**src/plug_detect_pkg.sv**
```systemverilog
// shared constants and carrier types for the plug-detect block
package plug_detect_pkg;

  // -----------------------------------------------------------------
  // register map
  // -----------------------------------------------------------------
  localparam logic [7:0] irq_flags_addr          = 8'h00;
  localparam logic [7:0] plug_level_addr         = 8'h01;
  localparam logic [7:0] irq_mask_addr           = 8'h04;
  localparam logic [7:0] plug_detect_config_addr = 8'h25;
  localparam logic [7:0] irq_mask_reset          = 8'h00;
  localparam logic [7:0] plug_detect_config_reset = 8'h00;
  localparam logic [7:0] unmapped_read_value     = 8'h00;

  // -----------------------------------------------------------------
  // field positions
  // -----------------------------------------------------------------
  localparam int plug_change_bit    = 1;
  localparam int plug_detect_on_bit = 7;
  localparam int low_power_pullup_bit = 5;
  localparam int level_lsb          = 6;
  localparam logic [7:0] irq_mask_writable = 8'he2;
  localparam logic [7:0] config_writable   = 8'ha3;

  // -----------------------------------------------------------------
  // sense level codes
  // -----------------------------------------------------------------
  localparam logic [1:0] level_low     = 2'h0;
  localparam logic [1:0] level_mid     = 2'h1;
  localparam logic [1:0] level_invalid = 2'h2;
  localparam logic [1:0] level_high    = 2'h3;

  // -----------------------------------------------------------------
  // timing
  // -----------------------------------------------------------------
  localparam int clk_hz        = 10_000_000;
  localparam int tick_us       = 1000;
  localparam int tick_cycles   = clk_hz / 1_000_000 * tick_us;
  localparam int settle_ms_0   = 25;
  localparam int settle_ms_1   = 50;
  localparam int settle_ms_2   = 100;
  localparam int settle_ms_3   = 200;

  typedef enum logic [1:0] {
    pull_off    = 2'h0,
    pull_strong = 2'h1,
    pull_weak   = 2'h2
  } pullup_sel_t;

  typedef struct packed {
    logic        access;
    logic        write;
    logic [7:0]  addr;
    logic [7:0]  wdata;
  } reg_req_t;

  typedef struct packed {
    logic        plug_detect_on;
    logic        low_power_pullup;
    logic [1:0]  settle_time_sel;
  } config_t;

endpackage

```
**src/settle_filter.sv**
```systemverilog
// debounce filter for the two-bit sense level
`timescale 1ns/100ps
module settle_filter
  import plug_detect_pkg::*;
#(
  parameter int tick_div = tick_cycles
) (
  // clock and reset
  input  wire logic       core_clk,
  input  wire logic       rst_n,
  // control
  input  wire logic       enable,
  input  wire logic [1:0] settle_time_sel,
  // level in and out
  input  wire logic [1:0] raw_level,
  output logic [1:0]      stable_level,
  output logic            change_pulse
);

  // -----------------------------------------------------------------
  // millisecond tick
  // -----------------------------------------------------------------
  logic [15:0] tick_cnt_reg;
  logic [15:0] tick_cnt_next;
  logic        tick;
  logic [7:0]  ms_cnt_reg;
  logic [7:0]  ms_cnt_next;
  logic [1:0]  cand_reg;
  logic [1:0]  cand_next;
  logic [1:0]  stable_reg;
  logic [1:0]  stable_next;
  logic        pulse_reg;
  logic        pulse_next;

  function automatic logic [7:0] settle_ms(input logic [1:0] sel);
    unique case (sel)
      2'h0: settle_ms = 8'(settle_ms_0);
      2'h1: settle_ms = 8'(settle_ms_1);
      2'h2: settle_ms = 8'(settle_ms_2);
      2'h3: settle_ms = 8'(settle_ms_3);
    endcase
  endfunction

  assign tick = (tick_cnt_reg == 16'(tick_div - 1));

  always_comb begin
    tick_cnt_next = tick ? 16'h0000 : tick_cnt_reg + 16'h0001;
    cand_next     = cand_reg;
    ms_cnt_next   = ms_cnt_reg;
    stable_next   = stable_reg;
    pulse_next    = 1'b0;
    if (!enable) begin
      cand_next   = raw_level;
      ms_cnt_next = 8'h00;
      stable_next = raw_level;
    end else if (raw_level != cand_reg) begin
      // any fresh change restarts the timer
      cand_next   = raw_level;
      ms_cnt_next = 8'h00;
    end else if (cand_reg != stable_reg && tick) begin
      if (ms_cnt_reg + 8'h01 >= settle_ms(settle_time_sel)) begin
        stable_next = cand_reg;
        pulse_next  = 1'b1;
        ms_cnt_next = 8'h00;
      end else begin
        ms_cnt_next = ms_cnt_reg + 8'h01;
      end
    end
  end

  always_ff @(posedge core_clk or negedge rst_n) begin
    if (!rst_n) begin
      tick_cnt_reg <= 16'h0000;
      ms_cnt_reg   <= 8'h00;
      cand_reg     <= level_high;
      stable_reg   <= level_high;
      pulse_reg    <= 1'b0;
    end else begin
      tick_cnt_reg <= tick_cnt_next;
      ms_cnt_reg   <= ms_cnt_next;
      cand_reg     <= cand_next;
      stable_reg   <= stable_next;
      pulse_reg    <= pulse_next;
    end
  end

  assign stable_level = stable_reg;
  assign change_pulse = pulse_reg;

endmodule

```
**src/plug_detect_irq.sv**
```systemverilog
// plug detection with debounced change flag and open-drain interrupt
`timescale 1ns/100ps

// Notes on behaviour
// aux select 0 gives pin to plug detect, 1 to DC measurement.
// host setting aux select must zero right mix and enable both ADCs.
// host keeps aux select 0 for plug detection to work.
// sleep enables pull-ups only; normal mode also enables the comparator.
// detect enable applies pull-ups on the sense pin.
// sense level field reports pin state only while detection enabled.
// levels 00 low, 01 mid, 11 high; 10 never reported.
// change flag set only after a debounced level change.
// settle select 00/01/10/11 gives 25/50/100/200 ms.
// interrupt output is open-drain, active low.
// interrupt stays low until status register read.
// flag raises interrupt only when same-position mask bit is set.
// level register read-only, level in two top bits.
// low-power pull-up bit 0 selects strong pull-up.
// low-power bit 1 in sleep or bias off selects weak current source.
// any preamp gain bit forces strong pull-up.
// host clears low-power bit while waiting, sets it once type known.
// plug insertion or removal pulls interrupt low when enabled.
// debounce timer restarts on any new raw change.
// status read clears flag unless a new change lands same cycle.
module plug_detect_irq
  import plug_detect_pkg::*;
#(
  parameter int tick_div = tick_cycles
) (
  // clock and reset
  input  wire logic       core_clk,
  input  wire logic       nrst,
  // register port from the serial interface
  input  wire logic       reg_access,
  input  wire logic       reg_write,
  input  wire logic [7:0] reg_addr,
  input  wire logic [7:0] reg_wdata,
  output logic [7:0]      reg_rdata,
  // other device state
  input  wire logic       power_down_n,
  input  wire logic       mic_bias_on,
  input  wire logic       aux_measure_sel,
  input  wire logic [1:0] left_preamp_gain,
  input  wire logic [1:0] right_preamp_gain,
  // window comparator result from the sense pin
  input  wire logic [1:0] sense_pin_cmp,
  // analog controls
  output logic            pullup_strong_en,
  output logic            pullup_weak_en,
  output logic            comparator_en,
  output logic            aux_path_en,
  // open-drain interrupt pin
  input  wire logic       irq_n_in,
  output logic            irq_n_out,
  output logic            irq_n_oe
);

  // -----------------------------------------------------------------
  // reset release
  // -----------------------------------------------------------------
  logic [1:0] rst_sync_reg;
  logic       rst_n;

  always_ff @(posedge core_clk or negedge nrst) begin
    if (!nrst) begin
      rst_sync_reg <= 2'h0;
    end else begin
      rst_sync_reg <= {rst_sync_reg[0], 1'b1};
    end
  end
  assign rst_n = rst_sync_reg[1];

  // -----------------------------------------------------------------
  // comparator input synchroniser
  // -----------------------------------------------------------------
  logic [1:0] cmp_s1_reg;
  logic [1:0] cmp_s2_reg;
  logic [1:0] cmp_s3_reg;
  logic [1:0] cmp_level_reg;
  logic [1:0] cmp_level_next;

  always_comb begin
    cmp_level_next = cmp_level_reg;
    if (cmp_s2_reg == cmp_s3_reg) begin
      cmp_level_next = cmp_s3_reg;
    end
  end

  always_ff @(posedge core_clk or negedge rst_n) begin
    if (!rst_n) begin
      cmp_s1_reg    <= level_high;
      cmp_s2_reg    <= level_high;
      cmp_s3_reg    <= level_high;
      cmp_level_reg <= level_high;
    end else begin
      cmp_s1_reg    <= sense_pin_cmp;
      cmp_s2_reg    <= cmp_s1_reg;
      cmp_s3_reg    <= cmp_s2_reg;
      cmp_level_reg <= cmp_level_next;
    end
  end

  // -----------------------------------------------------------------
  // configuration registers
  // -----------------------------------------------------------------
  reg_req_t   req;
  config_t    cfg;
  logic [7:0] irq_mask_reg;
  logic [7:0] irq_mask_next;
  logic [7:0] config_reg;
  logic [7:0] config_next;

  assign req = '{access: reg_access, write: reg_write, addr: reg_addr, wdata: reg_wdata};
  assign cfg = '{plug_detect_on:   config_reg[plug_detect_on_bit],
                 low_power_pullup: config_reg[low_power_pullup_bit],
                 settle_time_sel:  config_reg[1:0]};

  function automatic logic hit(input reg_req_t r, input logic [7:0] a);
    hit = r.access && (r.addr == a);
  endfunction

  always_comb begin
    irq_mask_next = irq_mask_reg;
    config_next   = config_reg;
    if (hit(req, irq_mask_addr) && req.write) begin
      irq_mask_next = req.wdata & irq_mask_writable;
    end
    if (hit(req, plug_detect_config_addr) && req.write) begin
      config_next = req.wdata & config_writable;
    end
  end

  always_ff @(posedge core_clk or negedge rst_n) begin
    if (!rst_n) begin
      irq_mask_reg <= irq_mask_reset;
      config_reg   <= plug_detect_config_reset;
    end else begin
      irq_mask_reg <= irq_mask_next;
      config_reg   <= config_next;
    end
  end

  // -----------------------------------------------------------------
  // pin routing and pull-up choice
  // -----------------------------------------------------------------
  logic        detect_active;
  logic        gain_forces_strong;
  pullup_sel_t pull_sel;

  assign detect_active      = cfg.plug_detect_on && !aux_measure_sel;
  assign gain_forces_strong = |{left_preamp_gain, right_preamp_gain};

  always_comb begin
    pull_sel = pull_off;
    if (detect_active) begin
      pull_sel = pull_strong;
      if (cfg.low_power_pullup && !gain_forces_strong &&
          (!power_down_n || !mic_bias_on)) begin
        pull_sel = pull_weak;
      end
    end
  end

  always_ff @(posedge core_clk or negedge rst_n) begin
    if (!rst_n) begin
      pullup_strong_en <= 1'b0;
      pullup_weak_en   <= 1'b0;
      comparator_en    <= 1'b0;
      aux_path_en      <= 1'b0;
    end else begin
      pullup_strong_en <= (pull_sel == pull_strong);
      pullup_weak_en   <= (pull_sel == pull_weak);
      comparator_en    <= detect_active && power_down_n;
      aux_path_en      <= aux_measure_sel;
    end
  end

  // -----------------------------------------------------------------
  // level decode and debounce
  // -----------------------------------------------------------------
  logic [1:0] raw_level;
  logic [1:0] stable_level;
  logic       change_pulse;

  // weak source cannot tell mic from ground, so headset reads low
  always_comb begin
    raw_level = cmp_level_reg;
    if (raw_level == level_invalid) begin
      raw_level = level_low;
    end
    if (pull_sel == pull_weak && raw_level == level_mid) begin
      raw_level = level_low;
    end
  end

  settle_filter #(
    .tick_div (tick_div)
  ) u_settle (
    .core_clk        (core_clk),
    .rst_n           (rst_n),
    .enable          (detect_active),
    .settle_time_sel (cfg.settle_time_sel),
    .raw_level       (raw_level),
    .stable_level    (stable_level),
    .change_pulse    (change_pulse)
  );

  // -----------------------------------------------------------------
  // status flag and interrupt
  // -----------------------------------------------------------------
  logic       flag_reg;
  logic       flag_next;
  logic       status_read;
  logic [7:0] flags_word;
  logic       irq_reg;
  logic       irq_next;

  assign status_read = hit(req, irq_flags_addr) && !req.write;
  assign flags_word  = 8'(flag_reg) << plug_change_bit;

  always_comb begin
    flag_next = flag_reg;
    if (status_read) begin
      flag_next = 1'b0;
    end
    if (change_pulse) begin
      flag_next = 1'b1;
    end
    // once low the line holds until the status read
    irq_next = irq_reg;
    if (status_read) begin
      irq_next = 1'b0;
    end
    if (|(flags_word & irq_mask_reg) && !status_read) begin
      irq_next = 1'b1;
    end
    if (change_pulse && irq_mask_reg[plug_change_bit]) begin
      irq_next = 1'b1;
    end
  end

  always_ff @(posedge core_clk or negedge rst_n) begin
    if (!rst_n) begin
      flag_reg <= 1'b0;
      irq_reg  <= 1'b0;
    end else begin
      flag_reg <= flag_next;
      irq_reg  <= irq_next;
    end
  end

  // open drain: only ever drive low
  assign irq_n_out = 1'b0;
  assign irq_n_oe  = irq_reg;

  // -----------------------------------------------------------------
  // read data
  // -----------------------------------------------------------------
  logic [7:0] rdata_reg;
  logic [7:0] rdata_next;

  always_comb begin
    rdata_next = unmapped_read_value;
    if (req.access && !req.write) begin
      unique case (req.addr)
        irq_flags_addr:  rdata_next = flags_word;
        plug_level_addr: rdata_next = detect_active ?
                                      {stable_level, 6'h00} : 8'h00;
        irq_mask_addr:   rdata_next = irq_mask_reg;
        plug_detect_config_addr: rdata_next = config_reg;
        default:         rdata_next = unmapped_read_value;
      endcase
    end
  end

  always_ff @(posedge core_clk or negedge rst_n) begin
    if (!rst_n) begin
      rdata_reg <= 8'h00;
    end else begin
      rdata_reg <= rdata_next;
    end
  end

  assign reg_rdata = rdata_reg;

endmodule

```
**config.mk**
```make
export PLATFORM = sky130hd
export DESIGN_NAME = plug_detect_irq
export DESIGN_NICKNAME = d
export VERILOG_FILES = /design/src/plug_detect_pkg.sv /design/src/settle_filter.sv /design/src/plug_detect_irq.sv
export SDC_FILE = /design/constraint.sdc
export NUM_CORES = 1
export LEC_CHECK = 0
export BUFFER_PORTS_ARGS = -buffer_cell sky130_fd_sc_hd__buf_4
export CORE_MARGIN = 2
export CORE_UTILIZATION = 40
export DETAILED_ROUTE_END_ITERATION = 6
export GPL_TIMING_DRIVEN = 0
export PLACE_DENSITY = 0.58
export SLEW_MARGIN = 20
export SYNTH_ARGS = -nofsm -noshare
export SYNTH_HDL_FRONTEND = slang
export SYNTH_SLANG_ARGS = --single-unit
export TNS_END_PERCENT = 5
```
**constraint.sdc**
```tcl
create_clock -name core_clk -period 2.38 [get_ports core_clk]
set_input_delay 0.238 -clock core_clk [delete_from_list [all_inputs] [get_ports core_clk]]
set_output_delay 0.238 -clock core_clk [all_outputs]
set_load 0.01 [all_outputs]
```
# Word-level counts from Yosys, hierarchy flattened
# Cells that the tools add are included.
dict set report classes {
  add_sub_neg 2
  n_lt_le_gt_ge 1
  eq_ne 19
  muxes 30
  bitwise 1
  reduce_logical 29
}
# operator n
set ops {}
lappend ops {{$mux 8} 9}
lappend ops {{$pmux 8 s4} 2}
lappend ops {{$mux 2} 10}
lappend ops {{$add 16x1->16 const B} 1}
lappend ops {{$eq 16x14->1 const B} 1}
lappend ops {{$mux 16} 1}
lappend ops {{$logic_and 1x1->1} 15}
lappend ops {{$add 8x1->8 const B} 1}
lappend ops {{$and 2x8->8} 1}
lappend ops {{$eq 2x2->1 const B} 4}
lappend ops {{$eq 8x1->1 const B} 1}
lappend ops {{$eq 8x3->1 const B} 1}
lappend ops {{$eq 8x6->1 const B} 1}
lappend ops {{$ge 8x8->1} 1}
lappend ops {{$logic_not 8->1} 1}
lappend ops {{$mux 1} 8}
lappend ops {{$reduce_or 8->1} 1}
lappend ops {{$eq 2x1->1 const B} 3}
lappend ops {{$logic_not 1->1} 6}
lappend ops {{$ne 2x1->1 const B} 3}
lappend ops {{$ne 2x2->1} 2}
lappend ops {{$reduce_or 4->1} 1}
lappend ops {{$ne 3x1->1 const B} 1}
lappend ops {{$reduce_and 3->1} 1}
lappend ops {{other kinds (6)} 6}
dict set report totals {
  regBits 61
  out_inout_bits 14
  elab_cells 101
}

# Depth between registers and ports, before layout
dict set report logic_depth {
  depth_word 17
  mapped_depth 11
  depth_no_buf 10
}

# By module
# A second synthesis with hierarchy kept.
dict set report unflattened {
  hier_cells 275
  area_unflattened_um2 2934.1
}
# mod n_inst cells_each area_each_um2 seq_area_each_um2
set modules_own_cells {}
lappend modules_own_cells {settle_filter 1 179 1722.9 730.7}
lappend modules_own_cells {plug_detect_irq 1 96 1211.2 735.7}

# Worst setup path before layout
# OpenSTA, ideal clock, no wires.
dict set report synth_timing {
  kind {register to register}
  from {register u_settle.ms_cnt_reg[0]}
  to {register u_settle.ms_cnt_reg[5]}
  setup_time_ns 0.078
  arrival_ns 2.519
  required_time_ns 2.302
  setup_slack_ns -0.217
  stages_incl_launch_ff 12
  n_path_buf 1
  synth_period_minus_slack_ns 2.597
  cell_sequence {dfrtp_1 -> ha_1 -> and3_1 -> nand3_1 -> xnor2_1 -> ha_1 -> a21o_1 -> a221o_1 -> a21oi_1 -> clkbuf_1 -> nand3_1 -> a21oi_1}
}
dict set report synth_between {
  elab_chain_len 6
}
# item line_no
set synth_rtl {}
lappend synth_rtl {{start: declaration} settle_filter.sv:26} ;# logic [7:0] ms_cnt_reg;
lappend synth_rtl {{start signal: assignment} settle_filter.sv:80} ;# ms_cnt_reg <= ms_cnt_next;
lappend synth_rtl {{$add 8x1->8 (*)} {settle_filter.sv:61, settle_filter.sv:66}}
lappend synth_rtl {{$ge 8x8->1} settle_filter.sv:61} ;# if (ms_cnt_reg + 8'h01 >= settle_ms(settle_time_sel)) begin
lappend synth_rtl {{$mux 8 (*)} settle_filter.sv:61}
lappend synth_rtl {{$mux 8 (*)} settle_filter.sv:60} ;# end else if (cand_reg != stable_reg && tick) begin
lappend synth_rtl {{$mux 8 (*)} settle_filter.sv:56} ;# end else if (raw_level != cand_reg) begin
lappend synth_rtl {{$mux 8 (*)} settle_filter.sv:52} ;# if (!enable) begin
# Mark *: on every way between the ends. The rest lies on a longest branch, timed or not. The select of a mux whose other input is x is not followed.
# A chain may end at the register's enable or synchronous reset.

# Worst setup path in the final report
dict set report layout_timing {
  from {register u_settle.ms_cnt_reg[1]}
  to {register u_settle.ms_cnt_reg[5]}
}
# The elaborated chain is that of the path after synthesis.

==> impl_metrics.toml <==
[run_status]
status = "finished, violations left"
violations = "negative setup slack"

[global_route]
grt_first_pass_wirelength_mm = 9.90
use_met1 = 0.209
grt_use_met2 = 0.277
grt_usage = 0.167
met3_usage = 0.0566
antenna_found_initial = 0
grt-busiest-layer = "met2"
first_global_vias = 2130
grt_start_max_net_pins = 32
overflow = 0

[timing]
maxSlewHeadroom = 0.431
setup_slack_ns = -0.175
holdWs_ns = 0.115
finalCriticalPeriod_ns = 2.56
drv_slew = 0
finalHoldViolCount = 0
rsz0062_at_grt = "true"
fin_skew_ns = 0.0103
worst_pin_slew_ns = 0.846
setup_viol = 11
min_period_over_period = 1.07
fmaxAchievable_ghz = 0.391

[floorplan]
start_util = 0.414
core_area_mm2 = 0.00683
dieArea_mm2 = 0.00777
core.rowCount = 30
ioPinCount = 44
fp.dieH_um = 88.1
fp.dieW_um = 88.1

[clocking]
numCtsBuffers = 9
clk_latency_ns = 0.34
htree_num_levels = 3
cts.reportedPaths.clkPinSlew_ns = 0.07
cts_tree = "built"
cts-root-buf = "clkbuf_8"
clk_path_buf_depth = 2
clock_sinks = 58

[final_layout]
n_antenna_cell = 0
fillCellCount = 628
nNetsFinal = 379
largest_reg_flops = 16
design_area_mm2 = 0.00369
drive_above_1_share = 0.315
mostFrequentLayoutCells = "buf_4 (48), dfrtp_1 (43), nor2_1 (22), nand2_1 (22)"
layout.cells.most_common = "buf_4"
synthToLayoutAreaGrowth_pct = 30.4

[run]
max_cap_viol_count = 0

[yosys]
yosys.area.top_type_share = 0.407
synthCells = 271
yosysWarnings = 0
synth_seq_cells = 58
ys_top_cells_by_area = "dfrtp_1 (41%), dfstp_2 (11%), ha_1 (6.2%), xor2_1 (4.3%), nand3_1 (3.2%)"
synth_cell_type_count = 42
syn_avg_cell_area_um2 = 10.4
ys_seq_area_frac = 0.518
syn_area_mm2 = 0.00283
synth_top_cell_by_area = "dfrtp_1"

[place]
hpwl_mm = 3.96
portBuffers = 35
globalplace.congestion = 0.794
dpl_worst_slack_ns = -0.382
postPlaceCellArea_mm2 = 0.00328

[drt]
vias_per_cell = 4.95
firstDrtPassIters = 4
drt_iter0_drc = 87
post_drt_wl_per_cell_um = 13.6
drc_errors = 0
vias = 2158
postRouteAntennaNets = 0
finalWirelength_mm = 5.92

[setup_path]
required_ns = 2.64
worstSetupStartpointType = "flop"
critical_path_class = "flop to flop"
cp_max_fo = 5
cp.arrival_ns = 2.81
crit_path_end_kind = "flop"

[pwr]
power_density_mw_per_mm2 = 564
irDropWorstVdd_mv = 0.303
p_leak_nw = 1.68

[min_path]
hp-class = "input pin to flop"
[cells by family after synthesis]
| kind of cell | count (synthesis) | share of synthesized area |
|---|---|---|
| buffers and inverters | 19 | 0.0314 |
| XOR/XNOR | 24 | 0.0742 |
| other | 2 | 0.00265 |
| AND/OR/NAND/NOR | 111 | 0.201 |
| AO/OA/AOI/OAI | 35 | 0.0787 |
| multiplexers | 8 | 0.0318 |
| adder cells (fa/ha/maj) | 14 | 0.0619 |
| flip-flops | 58 | 0.518 |
[synthesized netlist by cell type]
cell type	instances
a2111oi_0	1
a211oi_1	1
a21o_1	3
a21oi_1	16
a221o_1	1
a222oi_1	1
a22o_1	1
a22oi_1	1
a31oi_1	2
a32o_1	1
and2_1	2
and3_1	7
buf_2	2
buf_4	4
clkbuf_1	6
conb_1	2
dfrtp_1	46
dfstp_2	12
ha_1	14
inv_1	7
mux2_2	8
nand2_1	22
nand2b_1	4
nand3_1	18
nand3b_1	2
nand4_1	6
nor2_1	23
nor2b_1	6
nor3_1	8
nor3_2	1
nor3b_1	2
nor4_1	5
o21ai_0	4
o31a_1	1
o31ai_1	1
o32ai_1	1
or3_1	1
or3_4	1
or4_1	2
or4_4	1
xnor2_1	10
xor2_1	14
[per-stage QoR]
stage / std cells / TNS (ns) / util / total power [W]
floorplan: 274 / 0 / - / 0.00115
global placement: 405 / -5.43 / 0.476 / 0.00120
detailed placement: 406 / -3.67 / 0.480 / 0.00121
CTS: 433 / -1.25 / 0.534 / 0.00211
global route: 436 / -2.70 / 0.540 / 0.00218
finish: 436 / -1.46 / 0.540 / 0.00208
[worst paths after layout]
| path | start | to | slack, ns | cells past startpoint |
|---|---|---|---|---|
| max in group asynchronous | rst_sync_reg[1] | cmp_level_reg[0] | 1.59 | 1 |
| worst min register to register | rst_sync_reg[1] | irq_mask_reg[1] | 0.23 | 0 |
| min in group asynchronous | nrst | rst_sync_reg[1] | 0.22 | 2 |
| worst max register to register | u_settle.ms_cnt_reg[1] | u_settle.ms_cnt_reg[5] | -0.18 | 11 |
| worst min-delay path | power_down_n | comparator_en | 0.11 | 2 |
| worst max-delay path | u_settle.ms_cnt_reg[1] | u_settle.ms_cnt_reg[5] | -0.18 | 11 |
[layout make-up]
| type | instances | area (µm²) | area share |
|---|---|---|---|
| flip-flops and latches | 58 | 1470 | 0.399 |
| multi-input cells | 197 | 1410 | 0.381 |
| repair buffers | 50 | 404 | 0.109 |
| clock buffers | 11 | 131 | 0.0356 |
| well taps | 96 | 120 | 0.0325 |
| plain buffers | 12 | 72.6 | 0.0197 |
| clock inverters | 5 | 56.3 | 0.0153 |
| inverters | 7 | 26.3 | 0.00712 |
[report_power, final]
group / internal (W) / total (W) / switching [W]
registers: 0.00102 / 0.00105 / 0.0000269
logic: 0.0000794 / 0.000155 / 0.0000754
clock network: 0.000482 / 0.000877 / 0.000395
total: 0.00159 / 0.00208 / 0.000497
[timing repair]
action,in CTS,in global routing
cloned,1,0
buffers inserted,7,2
endpoints found under the hold margin,4,1
pin swaps,8,1
endpoints found under the setup margin,11,11
resized for setup,13,6
hold buffers,3,1
[worst max-delay path, stage by stage, from the launching register on]
cell,delay (ns)
dfrtp_1,0.42
ha_4,0.16
and3_4,0.20
nand3_4,0.10
xnor2_4,0.20
ha_4,0.23
and3_4,0.15
a221o_1,0.36
a21oi_4,0.21
clkbuf_8,0.19
nand3_1,0.07
a21oi_1,0.18
[per-layer routing]
metal  part of all wire  vias to the layer above
met5                  0                        -
met4             0.0084                        0
met3              0.045                        4
met2               0.49                       40
met1               0.46                     1046
li1                   -                     1068
No activity file was read; power rests on OpenSTA's default activity.
